[config.mk]
export PLATFORM = sky130hd
export DESIGN_NAME = rtcc_regs
export DESIGN_NICKNAME = d
export VERILOG_FILES = /design/src/verilog/rtcc_regs.v
export VERILOG_INCLUDE_DIRS = /design/src /design/src/pkg
export SDC_FILE = /design/constraint.sdc
export NUM_CORES = 1
export LEC_CHECK = 0
export ABC_CLOCK_PERIOD_IN_PS = 2400
export BUFFER_PORTS_ARGS = -buffer_cell sky130_fd_sc_hd__buf_2
export CORE_AREA = 2 2 110 112
export CTS_BUF_LIST = sky130_fd_sc_hd__clkbuf_2 sky130_fd_sc_hd__clkbuf_4 sky130_fd_sc_hd__clkbuf_8
export CTS_CLUSTER_SIZE = 16
export DETAILED_ROUTE_END_ITERATION = 16
export DIE_AREA = 0 0 112 114
export GPL_TIMING_DRIVEN = 0
export PLACE_DENSITY = 0.83
export SETUP_SLACK_MARGIN = 0.4
export SLEW_MARGIN = 20
export SYNTH_ARGS = -nofsm -noshare
export SYNTH_HDL_FRONTEND = slang
export SYNTH_SLANG_ARGS = --single-unit
[constraint.sdc]
create_clock -name clock -period 2.4 [get_ports clock]
set_input_delay 0.12 -clock clock [delete_from_list [all_inputs] [get_ports clock]]
set_output_delay 0.12 -clock clock [all_outputs]
set_load 0.01 [all_outputs]
[src/pkg/rtcc_defines.vh]
// Register map, field masks and counting constants of the calendar block
`ifndef RTCC_DEFINES_VH
`define RTCC_DEFINES_VH

// Byte offsets on the register bus, one 32-bit word each
`define RTCC_OFF_MINUTE 8'h00
`define RTCC_OFF_HOUR 8'h04
`define RTCC_OFF_WEEKDAY 8'h08
`define RTCC_OFF_MDAY 8'h0c
`define RTCC_OFF_MONTH 8'h10
`define RTCC_OFF_PAGE 8'h14
`define RTCC_OFF_CTRL 8'h18

// Implemented bits of each byte register
`define RTCC_MASK_MINUTE 8'h7f
`define RTCC_MASK_HOUR 8'h3f
`define RTCC_MASK_HOUR12 8'h1f
`define RTCC_MASK_WEEKDAY 8'h07
`define RTCC_MASK_MDAY 8'h3f
`define RTCC_MASK_MONTH 8'h1f
`define RTCC_MASK_FORMAT 8'h01
`define RTCC_MASK_PAGE 8'h01
`define RTCC_MASK_CTRL 8'h03

// Field positions
`define RTCC_BIT_PAGE 0
`define RTCC_BIT_FORMAT 0
`define RTCC_BIT_PM 5
`define RTCC_BIT_RUN 0
`define RTCC_BIT_LEAP 1

// Reset values of the byte registers and the page select
`define RTCC_RST_BYTE 8'h00
`define RTCC_RST_PAGE 1'b0

// BCD limits of the counters
`define RTCC_BCD_ZERO 8'h00
`define RTCC_BCD_ONE 8'h01
`define RTCC_BCD_NINE 4'h9
`define RTCC_MIN_LAST 8'h59
`define RTCC_H24_LAST 8'h23
`define RTCC_H12_LAST 8'h11
`define RTCC_WDAY_LAST 8'h06
`define RTCC_MONTH_LAST 8'h12
`define RTCC_FEB 8'h02
`define RTCC_APR 8'h04
`define RTCC_JUN 8'h06
`define RTCC_SEP 8'h09
`define RTCC_NOV 8'h11
`define RTCC_DAYS_28 8'h28
`define RTCC_DAYS_29 8'h29
`define RTCC_DAYS_30 8'h30
`define RTCC_DAYS_31 8'h31

// Timing: one minute of counting at the system clock rate
`define RTCC_MINUTE_S 60
`define RTCC_CLOCK_HZ 10000000

`endif

[src/verilog/rtcc_regs.v]
// Calendar and time-of-day registers with two-page access over Wishbone
//
// Our own choices: the Wishbone register port and the register offsets.
`timescale 1ns/1ns
`default_nettype none
`include "rtcc_defines.vh"

module rtcc_regs #(
    parameter MINUTE_CYCLES = `RTCC_MINUTE_S * `RTCC_CLOCK_HZ,
    parameter PRESCALE_W = 30
) (
    input wire clock,
    input wire rstn,
    input wire wb_cyc_i,
    input wire wb_stb_i,
    input wire wb_we_i,
    input wire [7:0] wb_adr_i,
    input wire [3:0] wb_sel_i,
    input wire [31:0] wb_dat_i,
    output reg [31:0] wb_dat_o,
    output reg wb_ack_o
);

    // BCD step with wrap from last back to first
    function [7:0] bcd_inc;
        input [7:0] v;
        input [7:0] last;
        input [7:0] first;
        begin
            if (v == last) begin
                bcd_inc = first;
            end else if (v[3:0] == `RTCC_BCD_NINE) begin
                bcd_inc = {v[7:4] + 4'h1, 4'h0};
            end else begin
                bcd_inc = v + 8'h01;
            end
        end
    endfunction

    // Last day of a month in BCD; February length taken from leap bit
    function [7:0] month_len;
        input [7:0] month;
        input leap;
        begin
            case (month)
                `RTCC_FEB: begin
                    month_len = leap ? `RTCC_DAYS_29 : `RTCC_DAYS_28;
                end
                `RTCC_APR, `RTCC_JUN, `RTCC_SEP, `RTCC_NOV: begin
                    month_len = `RTCC_DAYS_30;
                end
                default: begin
                    month_len = `RTCC_DAYS_31;
                end
            endcase
        end
    endfunction

    // Clock page counters
    reg [7:0] min_q;
    reg [7:0] hour_q;
    reg [7:0] wday_q;
    reg [7:0] mday_q;
    reg [7:0] month_q;
    // Alarm page storage and format select
    reg [7:0] al_min_q;
    reg [7:0] al_hour_q;
    reg [7:0] al_wday_q;
    reg [7:0] al_mday_q;
    reg format_q;
    // Control state
    reg page_q;
    reg run_q;
    reg leap_q;
    reg [PRESCALE_W-1:0] presc_q;

    reg [7:0] min_d;
    reg [7:0] hour_d;
    reg [7:0] wday_d;
    reg [7:0] mday_d;
    reg [7:0] month_d;
    reg [7:0] h12_next;
    reg day_carry;
    reg [31:0] rdata_d;

    wire req = wb_cyc_i & wb_stb_i;
    // Write lands on the edge where the master sees ack
    wire wr_en = req & wb_we_i & wb_ack_o & wb_sel_i[0];
    wire [7:0] wbyte = wb_dat_i[7:0];
    wire tick = run_q &
        (presc_q == MINUTE_CYCLES[PRESCALE_W-1:0] - 1'b1);

    // Minute prescaler, held at zero while stopped so restart is clean
    always @(posedge clock) begin
        if (!rstn || !run_q || tick) begin
            presc_q <= {PRESCALE_W{1'b0}};
        end else begin
            presc_q <= presc_q + 1'b1;
        end
    end

    // Carry chain of the running clock
    always @* begin
        min_d = min_q;
        hour_d = hour_q;
        wday_d = wday_q;
        mday_d = mday_q;
        month_d = month_q;
        day_carry = 1'b0;
        h12_next = bcd_inc(hour_q & `RTCC_MASK_HOUR12, `RTCC_H12_LAST,
            `RTCC_BCD_ZERO);
        if (tick) begin
            min_d = bcd_inc(min_q, `RTCC_MIN_LAST, `RTCC_BCD_ZERO);
            if (min_q == `RTCC_MIN_LAST) begin
                if (format_q) begin
                    // 24-hour wrap at 23
                    hour_d = bcd_inc(hour_q, `RTCC_H24_LAST,
                        `RTCC_BCD_ZERO);
                    day_carry = (hour_q == `RTCC_H24_LAST);
                end else begin
                    // 11 AM goes to 0 PM, 11 PM to 0 AM and a new day
                    hour_d = h12_next;
                    if ((hour_q & `RTCC_MASK_HOUR12) == `RTCC_H12_LAST) begin
                        hour_d[`RTCC_BIT_PM] = ~hour_q[`RTCC_BIT_PM];
                        day_carry = hour_q[`RTCC_BIT_PM];
                    end else begin
                        hour_d[`RTCC_BIT_PM] = hour_q[`RTCC_BIT_PM];
                    end
                end
            end
            if (day_carry) begin
                wday_d = bcd_inc(wday_q, `RTCC_WDAY_LAST,
                    `RTCC_BCD_ZERO);
                mday_d = bcd_inc(mday_q, month_len(month_q, leap_q),
                    `RTCC_BCD_ONE);
                if (mday_q == month_len(month_q, leap_q)) begin
                    month_d = bcd_inc(month_q, `RTCC_MONTH_LAST,
                        `RTCC_BCD_ONE);
                end
            end
        end
    end

    // Clock page: a bus write in the tick cycle wins over the count
    always @(posedge clock) begin
        if (!rstn) begin
            // Fields are undefined to software; cleared for a known start
            min_q <= `RTCC_RST_BYTE;
            hour_q <= `RTCC_RST_BYTE;
            wday_q <= `RTCC_RST_BYTE;
            mday_q <= `RTCC_RST_BYTE;
            month_q <= `RTCC_RST_BYTE;
        end else begin
            min_q <= min_d;
            hour_q <= hour_d;
            wday_q <= wday_d;
            mday_q <= mday_d;
            month_q <= month_d;
            if (wr_en && !page_q) begin
                case (wb_adr_i)
                    `RTCC_OFF_MINUTE: begin
                        min_q <= wbyte & `RTCC_MASK_MINUTE;
                    end
                    `RTCC_OFF_HOUR: begin
                        hour_q <= wbyte & `RTCC_MASK_HOUR;
                    end
                    `RTCC_OFF_WEEKDAY: begin
                        wday_q <= wbyte & `RTCC_MASK_WEEKDAY;
                    end
                    `RTCC_OFF_MDAY: begin
                        mday_q <= wbyte & `RTCC_MASK_MDAY;
                    end
                    `RTCC_OFF_MONTH: begin
                        month_q <= wbyte & `RTCC_MASK_MONTH;
                    end
                    default: begin
                        min_q <= min_d;
                    end
                endcase
            end
        end
    end

    // Alarm page and format select; only stored, never counted
    always @(posedge clock) begin
        if (!rstn) begin
            al_min_q <= `RTCC_RST_BYTE;
            al_hour_q <= `RTCC_RST_BYTE;
            al_wday_q <= `RTCC_RST_BYTE;
            al_mday_q <= `RTCC_RST_BYTE;
            format_q <= 1'b0;
        end else if (wr_en && page_q) begin
            case (wb_adr_i)
                `RTCC_OFF_MINUTE: begin
                    al_min_q <= wbyte & `RTCC_MASK_MINUTE;
                end
                `RTCC_OFF_HOUR: begin
                    al_hour_q <= wbyte & `RTCC_MASK_HOUR;
                end
                `RTCC_OFF_WEEKDAY: begin
                    al_wday_q <= wbyte & `RTCC_MASK_WEEKDAY;
                end
                `RTCC_OFF_MDAY: begin
                    al_mday_q <= wbyte & `RTCC_MASK_MDAY;
                end
                `RTCC_OFF_MONTH: begin
                    // Changing this while running skews the hour count
                    format_q <= wbyte[`RTCC_BIT_FORMAT];
                end
                default: begin
                    format_q <= format_q;
                end
            endcase
        end
    end

    // Page select and run control, shared by both pages
    always @(posedge clock) begin
        if (!rstn) begin
            // Stopped after reset, so software can load the time first
            page_q <= `RTCC_RST_PAGE;
            run_q <= 1'b0;
            leap_q <= 1'b0;
        end else if (wr_en) begin
            if (wb_adr_i == `RTCC_OFF_PAGE) begin
                page_q <= wbyte[`RTCC_BIT_PAGE];
            end
            if (wb_adr_i == `RTCC_OFF_CTRL) begin
                run_q <= wbyte[`RTCC_BIT_RUN];
                leap_q <= wbyte[`RTCC_BIT_LEAP];
            end
        end
    end

    // Read mux; unused upper bits and unmapped words read zero
    always @* begin
        rdata_d = 32'h0000_0000;
        case (wb_adr_i)
            `RTCC_OFF_MINUTE: begin
                rdata_d[7:0] = (page_q ? al_min_q : min_q)
                    & `RTCC_MASK_MINUTE;
            end
            `RTCC_OFF_HOUR: begin
                rdata_d[7:0] = (page_q ? al_hour_q : hour_q)
                    & `RTCC_MASK_HOUR;
            end
            `RTCC_OFF_WEEKDAY: begin
                rdata_d[7:0] = (page_q ? al_wday_q : wday_q)
                    & `RTCC_MASK_WEEKDAY;
            end
            `RTCC_OFF_MDAY: begin
                rdata_d[7:0] = (page_q ? al_mday_q : mday_q)
                    & `RTCC_MASK_MDAY;
            end
            `RTCC_OFF_MONTH: begin
                rdata_d[7:0] = page_q ? {7'h00, format_q}
                    : (month_q & `RTCC_MASK_MONTH);
            end
            `RTCC_OFF_PAGE: begin
                rdata_d[`RTCC_BIT_PAGE] = page_q;
            end
            `RTCC_OFF_CTRL: begin
                rdata_d[`RTCC_BIT_RUN] = run_q;
                rdata_d[`RTCC_BIT_LEAP] = leap_q;
            end
            default: begin
                rdata_d = 32'h0000_0000;
            end
        endcase
    end

    // One-wait-state slave: ack one cycle after the request, then drop.
    // Data is captured then, so a read never mixes two counter states
    // inside one field; across fields software must double-read.
    always @(posedge clock) begin
        if (!rstn) begin
            wb_ack_o <= 1'b0;
            wb_dat_o <= 32'h0000_0000;
        end else begin
            wb_ack_o <= req & ~wb_ack_o;
            if (req && !wb_ack_o) begin
                wb_dat_o <= rdata_d;
            end
        end
    end

endmodule
`default_nettype wire

==> results of run 1 <==
[synth_stat cells (all sizes together) (3+ instances only)]
library cell  number
clkbuf            27
nor3               9
nor2             115
nand4             17
and3              13
mux2i             34
o211ai             9
a22oi              4
or2                7
a31oi              6
nand2             68
nor2b              7
a211o              3
and2               3
buf               36
o21ai             38
a32oi              3
xor2              21
xnor2             16
mux4               3
inv               22
or3                7
nor3b              5
ha                18
o211a              3
dfxtp            104
a311oi             3
nand3b             6
nor4              10
nand4b             4
nand2b             8
o221ai             3
a211oi            10
nand3             39
a21oi             44
[worst paths after layout]
kind,endpoint,cells past startpoint,slack [ns],from
setup / recovery,month_q[5],9,0.04,hour_q[4]
hold / removal,hour_q[5],3,0.06,wb_dat_i[5]
setup reg to reg,month_q[5],9,0.04,hour_q[4]
hold reg to reg,wb_dat_o[0],2,0.46,wb_dat_o[0]
[through the flow]
step	TNS (ns)	util (%)	worst slack [ns]	hold WS (ns)
global route	-0.167	69.2	-0.0859	0.0671
CTS	0	63.6	0.103	0.0307
floorplan	0	-	0.223	0.260
finish	0	69.2	0.0412	0.0603
detailed placement	-1.57	56.8	-0.128	0.406
global placement	-0.721	56.8	-0.113	0.395
[timing repair]
item,CTS,global route
cloned,4,1
pin swaps,43,63
setup endpoints to repair,83,96
resized for setup,66,143
hold buffers,1,0
buffers inserted,35,18
endpoints found under the hold margin,1,0
[critical path: stages (launching register included)]
cell and delay, ns:
dfxtp_4 0.36, inv_2 0.06, ha_1 0.13, or4b_4 0.48
a2bb2oi_4 0.21, nor2_4 0.17, o2111a_2 0.30, buf_6 0.14
nand3_2 0.07, o41a_1 0.32
[area by class of cell]
class                           instances  area [µm²]
Timing Repair Buffer                   83         702
Tap cell                              147         184
Sequential cell                       104        2130
Multi-Input combinational cell        598        4380
Clock buffer                           10         138
Inverter                               22        92.6
Fill cell                             841        3610
Clock inverter                          6        71.3
Buffer                                 63         408
[registers in the layout (all words and copies together), names as in the netlist]
register,count
run_q,1
wb_dat_o,7
wday_q,8
format_q,1
mday_q,8
al_hour_q,6
hour_q,8
al_min_q,7
al_mday_q,6
al_wday_q,3
page_q,1
presc_q,30
leap_q,1
wb_ack_o,1
month_q,8
min_q,8
[cell families (layout without fill, tap and decap cells)]
logic type / count (synthesis) / count (layout) / share of synthesized area [%]
compound gates: 150 / 150 / 16.3
mux: 38 / 38 / 6.82
xor+xnor: 37 / 37 / 5.27
buf+inv: 85 / 184 / 6.90
flops: 104 / 104 / 33.9
fa+ha+maj: 18 / 18 / 3.67
simple gates: 330 / 330 / 27.1
other cells: 1 / 25 / 0.0610
[power by group]
| part | internal, mW | total (mW) | switching, mW |
|---|---|---|---|
| clock | 0.525 | 1.20 | 0.673 |
| combinational | 0.0676 | 0.193 | 0.125 |
| sequential | 1.72 | 1.73 | 0.00417 |
[metal layers]
layer	GRT usage, %	up-vias
met5	0	-
met4	11.5	0
met3	5.63	91
met2	46.3	387
met1	33.0	2989
li1	-	2907
==> metrics.cfg, run 1 <==
[outcome]
status=finished clean

[synthesis]
yosys.area.top_type=dfxtp_1
ys_types=79
syn_inst=763
synth_ff_type=dfxtp_1
synth_area_mm2=0.00614
yosys_warnings=0
yosysTopAreaCellShare_pct=33.9
synth.area.top_cells=dfxtp_1, nor2_1, mux2i_1
syn-mean-instance-area_um2=8.05
ys_seq_area_share_pct=33.9
ys_ff_latch=104
synthArstFlopShare_pct=0
synth_edf_count=0

[global_route]
grt_antenna_before_repair=0
grt_pass1_vias=5726
grt_usage_pct=27.0
grt_max_degree=19
grt_overflow=0
grt_first_pass_wirelength_um=27700

[timing]
tightest_slew_ns=0.753
skew_ns=0.0184
period_share_pct=98.3
relSlewSlack_pct=49.4
setup_violations=0
max_freq_mhz=424
layout_min_cycle_time_ns=2.36
slew_viol_final=0
hold_viol_final=0
rsz0062_at_grt=yes

[layout]
syn2layout_area_growth_pct=31.9
layout_common_cells=nor2_1, dfxtp_1, nand2_1, buf_4, mux2i_1
drive_gt1_share_pct=32.1
antenna_cells=0
fin_area_mm2=0.00810
fin_cells=1033
layout.nets=948
layout_commonest_cell=nor2_1

[routing]
drtIter0Drc=620
drt-wirelength-per-cell_um=18.4
wl_met1_um=7490
viasPerCell=6.17
wl_um=19000
first_pass_iters=6
met2_length_um=9030
top_layer=met4
met3WireLength_um=1730
drc_errors=0
dr_total_vias=6374
final_antenna_net_count=0

[placement]
place_area_mm2=0.00665
dp_hpwl_um=11200
place.gp.congestion=0.968
placed_cells=958
port_buffers=24

[worst_setup_path]
required_ns=2.69
end_kind=register
start_kind=register
crit_path_max_fanout=5
arrival_ns=2.65
path_class=reg2reg

[floorplanning]
core_area_mm2=0.0117
io-pin-count=82
chipHeight_um=114
chipWidth_um=112
row_count=40
initial_core_util_pct=52.5
die-area_mm2=0.0128

[clock_network]
clockRootBuffer=clkbuf_8
clock_latency_ns=0.40
clk_pin_slew_ns=0.11
htree_levels=3
cts-buffers-inserted=9
cts_tree=done
clock_path_buffers=2
cts.sink_count=104

[power]
power.density_mw_per_mm2=385
power_mw=3.12
worst_ir_drop_vdd_uv=546
p_leak_nw=2.92

[flow_run]
max_cap_violations=0

[worst_hold_path]
hold_class=in2reg

Note: power is estimated with default switching activity, not from simulation.
==> inputs of run 2 (changes only) <==
==> constraint.sdc (replaced) <==
create_clock -name clock -period 2.4 [get_ports clock]
set_input_delay 0.24 -clock clock [delete_from_list [all_inputs] [get_ports clock]]
set_output_delay 0.24 -clock clock [all_outputs]
set_load 0.01 [all_outputs]
==> run 2 against run 1 <==
Compared with the run above:
- final cell count stayed put
- die area stayed put
- hold slack better by 0.058 ns
- clock-buffer cell count stayed put
- largest power group unchanged
==> metrics.cfg, run 2 (synthesis results as in run 1) <==
[outcome]
status=finished clean

[clock_network]
hold_buffers=0  ; -1
cts.sink_count=104  ; unchanged
clock_latency_ns=0.41  ; about the same
cts_tree=done
clock_path_buffers=2  ; unchanged
htree_levels=3  ; unchanged
clockRootBuffer=clkbuf_8
clk_pin_slew_ns=0.11  ; about the same
cts-buffers-inserted=9  ; unchanged

[routing]
final_antenna_net_count=0  ; unchanged
viasPerCell=6.16  ; -0.24%
first_pass_iters=5  ; -1
wl_um=19100  ; +0.35%
drtIter0Drc=638  ; +2.9%
drc_errors=0  ; unchanged
dr_total_vias=6359  ; -0.24%
drt-wirelength-per-cell_um=18.5  ; +0.35%

[flow_run]
max_cap_violations=0  ; unchanged

[timing]
hold_viol_final=0  ; unchanged
setup_violations=0  ; unchanged
max_freq_mhz=422  ; -0.42%
fin_ws_ns=0.0312  ; -0.00997 ns
hold_slack_ns=0.118  ; +0.0578 ns
tightest_slew_ns=0.770  ; +0.0172 ns
skew_ns=0.0181  ; -0.000331 ns
rsz0062_at_grt=yes
slew_viol_final=0  ; unchanged
period_share_pct=98.7  ; +0.42 points
relSlewSlack_pct=48.3  ; -1.2 points
layout_min_cycle_time_ns=2.37  ; +0.00997 ns

[layout]
syn2layout_area_growth_pct=32.0
layout_common_cells=nor2_1, dfxtp_1, nand2_1, buf_4, mux2i_1
antenna_cells=0  ; unchanged
ff_latch_area_mm2=0.00213  ; unchanged
drive_gt1_share_pct=32.5  ; +0.45 points
regMostFlops=presc_q
layout.nets=948  ; unchanged
multi_input_area_mm2=0.00439  ; +0.11%
post-route-util_pct=69.3  ; +0.075 points
largest_reg_flops=30  ; unchanged
layout_commonest_cell=nor2_1
nFillCells=838  ; -0.36%

[worst_setup_path]
cpPeakStageDelay_ns=0.48  ; about the same
critPathBufInv=1  ; -1
worst_path_max_delay_cell=or4b_4
end_kind=register
crit_path_max_fanout=5  ; unchanged
path_class=reg2reg
arrival_ns=2.71  ; +0.06 ns
cp_top_family=simple AND/OR/NAND/NOR gates
path_cells=inv_2 -> ha_1 -> or4b_4 -> a2bb2oi_4 -> nor2_4 -> nand4_1 -> or3_1 -> a21oi_1
required_ns=2.74  ; +0.05 ns
start_kind=register

[power]
worst_ir_drop_vdd_uv=544  ; -0.37%
p_switching_mw=0.811  ; +1.0%
p_leak_nw=2.93  ; +0.38%
intPower_mw=2.31  ; about the same
power.share.combinational_pct=6.1  ; about the same
power.density_mw_per_mm2=385  ; +0.14%
clockPowerShare_pct=38.6  ; +0.2 points
switching_share_pct=25.9  ; +0.19 points
power_frac_seq_pct=55.3  ; about the same

[global_route]
grt_first_pass_wirelength_um=27700  ; unchanged
grt_antenna_before_repair=0  ; unchanged
grt_pass1_vias=5726  ; unchanged
grt_max_degree=19  ; unchanged
grt_overflow=0  ; unchanged
grt_usage_pct=27.0  ; unchanged

[floorplanning]
core_area_mm2=0.0117  ; unchanged
chipWidth_um=112  ; unchanged
initial_core_util_pct=52.5  ; unchanged
row_count=40  ; unchanged
die-area_mm2=0.0128  ; unchanged
io-pin-count=82  ; unchanged
chipHeight_um=114  ; unchanged

[placement]
port_buffers=24  ; unchanged
pre_cts_ws_ns=-0.205  ; -0.0772 ns
dp_hpwl_um=11200  ; unchanged
place.gp.congestion=0.968  ; unchanged

[worst_hold_path]
hold_class=in2reg

[run 2: layout make-up]
cell class,count,share of cell area (%)
multi-input combinational,598,54.1
sequential,104,26.2
timing repair buffer,83,8.67
buffer,63,5.06
tap,147,2.27
clock buffer,10,1.70
inverter,22,1.14
clock inverter,6,0.879
[run 2: path summary, 6_finish.rpt]
| path | to | depth (start not counted) | from | slack, ns |
|---|---|---|---|---|
| setup / recovery | month_q[7] | 8 | hour_q[4] | 0.03 |
| hold / removal | al_min_q[6] | 3 | wb_dat_i[6] | 0.12 |
| setup reg to reg | month_q[7] | 8 | hour_q[4] | 0.03 |
| hold reg to reg | wb_dat_o[0] | 2 | wb_dat_o[0] | 0.46 |
[run 2: power by group through the flow]
stage	Sequential [mW]	Clock, mW	Combinational (mW)
CTS	1.73	1.20	0.180
finish	1.73	1.21	0.192
global route	1.73	1.26	0.203
global placement	1.77	0	0.177
detailed placement	1.77	0	0.179
floorplan	1.77	0	0.118
[run 2: layer usage]
| metal | GRT usage [%] | up-vias | share of wire [%] |
|---|---|---|---|
| met5 | 0 | - | 0 |
| met4 | 11.5 | 0 | 5.1 |
| met3 | 5.63 | 103 | 8.8 |
| met2 | 46.3 | 392 | 47 |
| met1 | 33.0 | 2962 | 39 |
| li1 | - | 2902 | - |
[run 2: worst reg2reg max path: cells and delay by family (launching register included)]
family	cells	cell delay, ns
buffers and inverters	1	0.06
AOI/OAI and AO/OA	2	0.35
and+or+nand+nor	4	1.41
DFF	1	0.36
adders and majority gates	1	0.13
[run 2: what timing repair did]
item / 4_1_cts / 5_1_grt
endpoints found under the setup margin: 83 / 96
cloned: 4 / 1
gates resized for setup: 66 / 149
pin swaps: 43 / 65
buffers inserted: 35 / 19
[run 2: through the flow]
stage | TNS [ns] | power [mW] | cell area [µm²] | cells
after floorplan | 0 | 1.89 | 6350 | 787
after CTS | 0 | 3.11 | 7440 | 1013
after global placement | -2.14 | 1.95 | 6650 | 958
after detailed placement | -3.75 | 1.95 | 6650 | 958
after global routing | -0.227 | 3.19 | 8110 | 1033
final | 0 | 3.13 | 8110 | 1033
==> inputs of run 3 (changes only) <==
Settings changed: ABC_CLOCK_PERIOD_IN_PS 2400 to 2800, CORE_AREA 2 2 110 112 to 2 2 109 111, DIE_AREA 0 0 112 114 to 0 0 111 113, PLACE_DENSITY 0.83 to 0.82.
Clock period 2.4 ns to 2.8 ns, I/O delays scaled along.
==> run 3 against run 2 <==
Compared with the run above:
- first-iteration DRC count down 22%
- clock power decreased by 9%
- setup slack improved by 0.39 ns
- sequential power down 14%
- sequential cell count did not move
- clock-buffer cell count increased by 2
- critical endpoint is now month_q[5]
- largest power group unchanged
==> metrics.cfg, run 3 (synthesis results as in run 1) <==
[outcome]
status=finished clean

[routing]
first_pass_iters=6  ; +1
dr_total_vias=5765  ; -9.3%
drc_errors=0  ; unchanged
wl_um=15900  ; -17%
final_antenna_net_count=0  ; unchanged
drt-wirelength-per-cell_um=16.0  ; -13%
drtIter0Drc=500  ; -22%
viasPerCell=5.81  ; -5.6%

[layout]
layout.nets=911  ; -3.9%
layout_commonest_cell=nor2_1
fin_cells=992  ; -4.0%
nFillCells=970  ; +16%
layout_common_cells=nor2_1, dfxtp_1, nand2_1, buf_4, a21oi_1
largest_reg_flops=30  ; unchanged
syn2layout_area_growth_pct=15.9
antenna_cells=0  ; unchanged
drive_gt1_share_pct=16.7  ; -16 points
regMostFlops=presc_q

[floorplanning]
chipWidth_um=111  ; -0.89%
die-area_mm2=0.0125  ; -1.8%
core_area_mm2=0.0113  ; -3.7%
chipHeight_um=113  ; -0.88%
row_count=39  ; -2.5%
io-pin-count=82  ; unchanged
initial_core_util_pct=54.5  ; +2.0 points

[timing]
relSlewSlack_pct=41.5  ; -6.7 points
tightest_slew_ns=0.874  ; +0.104 ns
period_share_pct=85.1  ; -14 points
setup_violations=0  ; unchanged
layout_min_cycle_time_ns=2.38  ; +0.0136 ns
max_freq_mhz=420  ; -0.57%
rsz0062_at_grt=yes
hold_viol_final=0  ; unchanged
slew_viol_final=0  ; unchanged
setup_tns_ns=0  ; unchanged
skew_ns=0.0124  ; -0.00573 ns

[worst_setup_path]
cpPeakStageDelay_ns=0.38  ; -0.10 ns
end_kind=register
critPathBufInv=2  ; +1
arrival_ns=2.72  ; about the same
start_kind=register
path_cells=inv_1 -> ha_1 -> nor3b_4 -> a211o_1 -> a211oi_4 -> o2111a_2 -> buf_4 -> a21oi_1 -> nor4_1 -> o41a_1
cp_top_family=compound AO/OA/AOI/OAI gates
path_class=reg2reg
required_ns=3.14  ; +0.40 ns
crit_path_max_fanout=5  ; unchanged
worst_path_max_delay_cell=dfxtp_4

[clock_network]
clock_path_buffers=2  ; unchanged
cts.sink_count=104  ; unchanged
cts_tree=done
clockRootBuffer=clkbuf_8
htree_levels=3  ; unchanged
cts-buffers-inserted=9  ; unchanged
clk_pin_slew_ns=0.10  ; about the same
hold_buffers=0  ; unchanged
clock_latency_ns=0.39  ; -0.02 ns

[power]
worst_ir_drop_vdd_uv=315  ; -42%
power.density_mw_per_mm2=385  ; about the same
p_leak_nw=2.55  ; -13%

[global_route]
grt_usage_pct=25.1  ; -1.9 points
grt_max_degree=17  ; -2
grt_pass1_vias=5212  ; -9.0%
grt_first_pass_wirelength_um=25400  ; -8.3%
grt_overflow=0  ; unchanged
grt_antenna_before_repair=0  ; unchanged

[placement]
port_buffers=24  ; unchanged
placed_cells=954  ; -0.42%
dp_hpwl_um=10900  ; -2.4%
place.gp.congestion=0.951  ; -1.8%

[flow_run]
max_cap_violations=0  ; unchanged

[worst_hold_path]
hold_class=in2reg

-- run 3: cell types whose count changed in the layout (fill, tap and decap cells not counted), sizes merged --
cell / previous run / this run
buf: 117 / 82
clkinv: 1 / 0
clkinvlp: 0 / 2
inv: 26 / 22
bufinv: 1 / 2
-- run 3: area by class of cell --
type / instances / area [µm²] / area share [%]
Tap cell: 143 / 179 / 2.51
Clock inverter: 4 / 75.1 / 1.05
Multi-Input combinational cell: 598 / 3860 / 54.3
Inverter: 22 / 82.6 / 1.16
Sequential cell: 104 / 2100 / 29.6
Timing Repair Buffer: 46 / 293 / 4.11
Clock buffer: 12 / 165 / 2.32
Buffer: 63 / 358 / 5.02
-- run 3: worst paths after layout --
kind | from | end | slack (ns) | depth (start not counted)
setup / recovery | month_q[4] | month_q[5] | 0.42 | 10
setup reg to reg | month_q[4] | month_q[5] | 0.42 | 10
hold / removal | wb_dat_i[6] | al_min_q[6] | 0.17 | 3
hold reg to reg | wb_dat_o[5] | wb_dat_o[5] | 0.45 | 2
-- run 3: layer usage --
layer	share of wire [%]	GRT usage, %	up-vias
li1	-	-	2829
met1	42	32.1	2677
met2	48	41.2	222
met3	7.3	5.46	37
met4	3.0	10.7	0
met5	0	0	-
-- run 3: tightest hold or removal path, cell delays in order --
cell	delay, ns
buf_2	0.10
mux2i_1	0.07
nor2_1	0.07
-- run 3: timing repair --
item                       4_1_cts  5_1_grt
setup buffers                   12       10
setup endpoints to repair       49       29
pin swaps                        9       12
gates resized for setup         23       27
-- run 3: per-stage QoR --
step / area, µm² / worst slack, ns / utilization (%) / hold WS (ns) / total power [mW]
6_report: 7120 / 0.418 / 63.2 / 0.169 / 2.74
2_1_floorplan: 6230 / 0.425 / - / 0.416 / 1.62
4_1_cts: 6950 / 0.366 / 61.7 / 0.164 / 2.76
3_3_place_gp: 6530 / 0.0815 / 58.0 / 0.431 / 1.67
5_1_grt: 7120 / 0.317 / 63.2 / 0.188 / 2.83
3_5_place_dp: 6530 / 0.0403 / 58.0 / 0.439 / 1.67
-- run 3: power by group --
part           total [mW]  switching [mW]  internal [mW]  leakage (nW)
combinational       0.157           0.100         0.0563          1.59
sequential           1.48         0.00322           1.48         0.844
clock                1.10           0.528          0.577         0.115
total                2.74           0.632           2.11          2.55
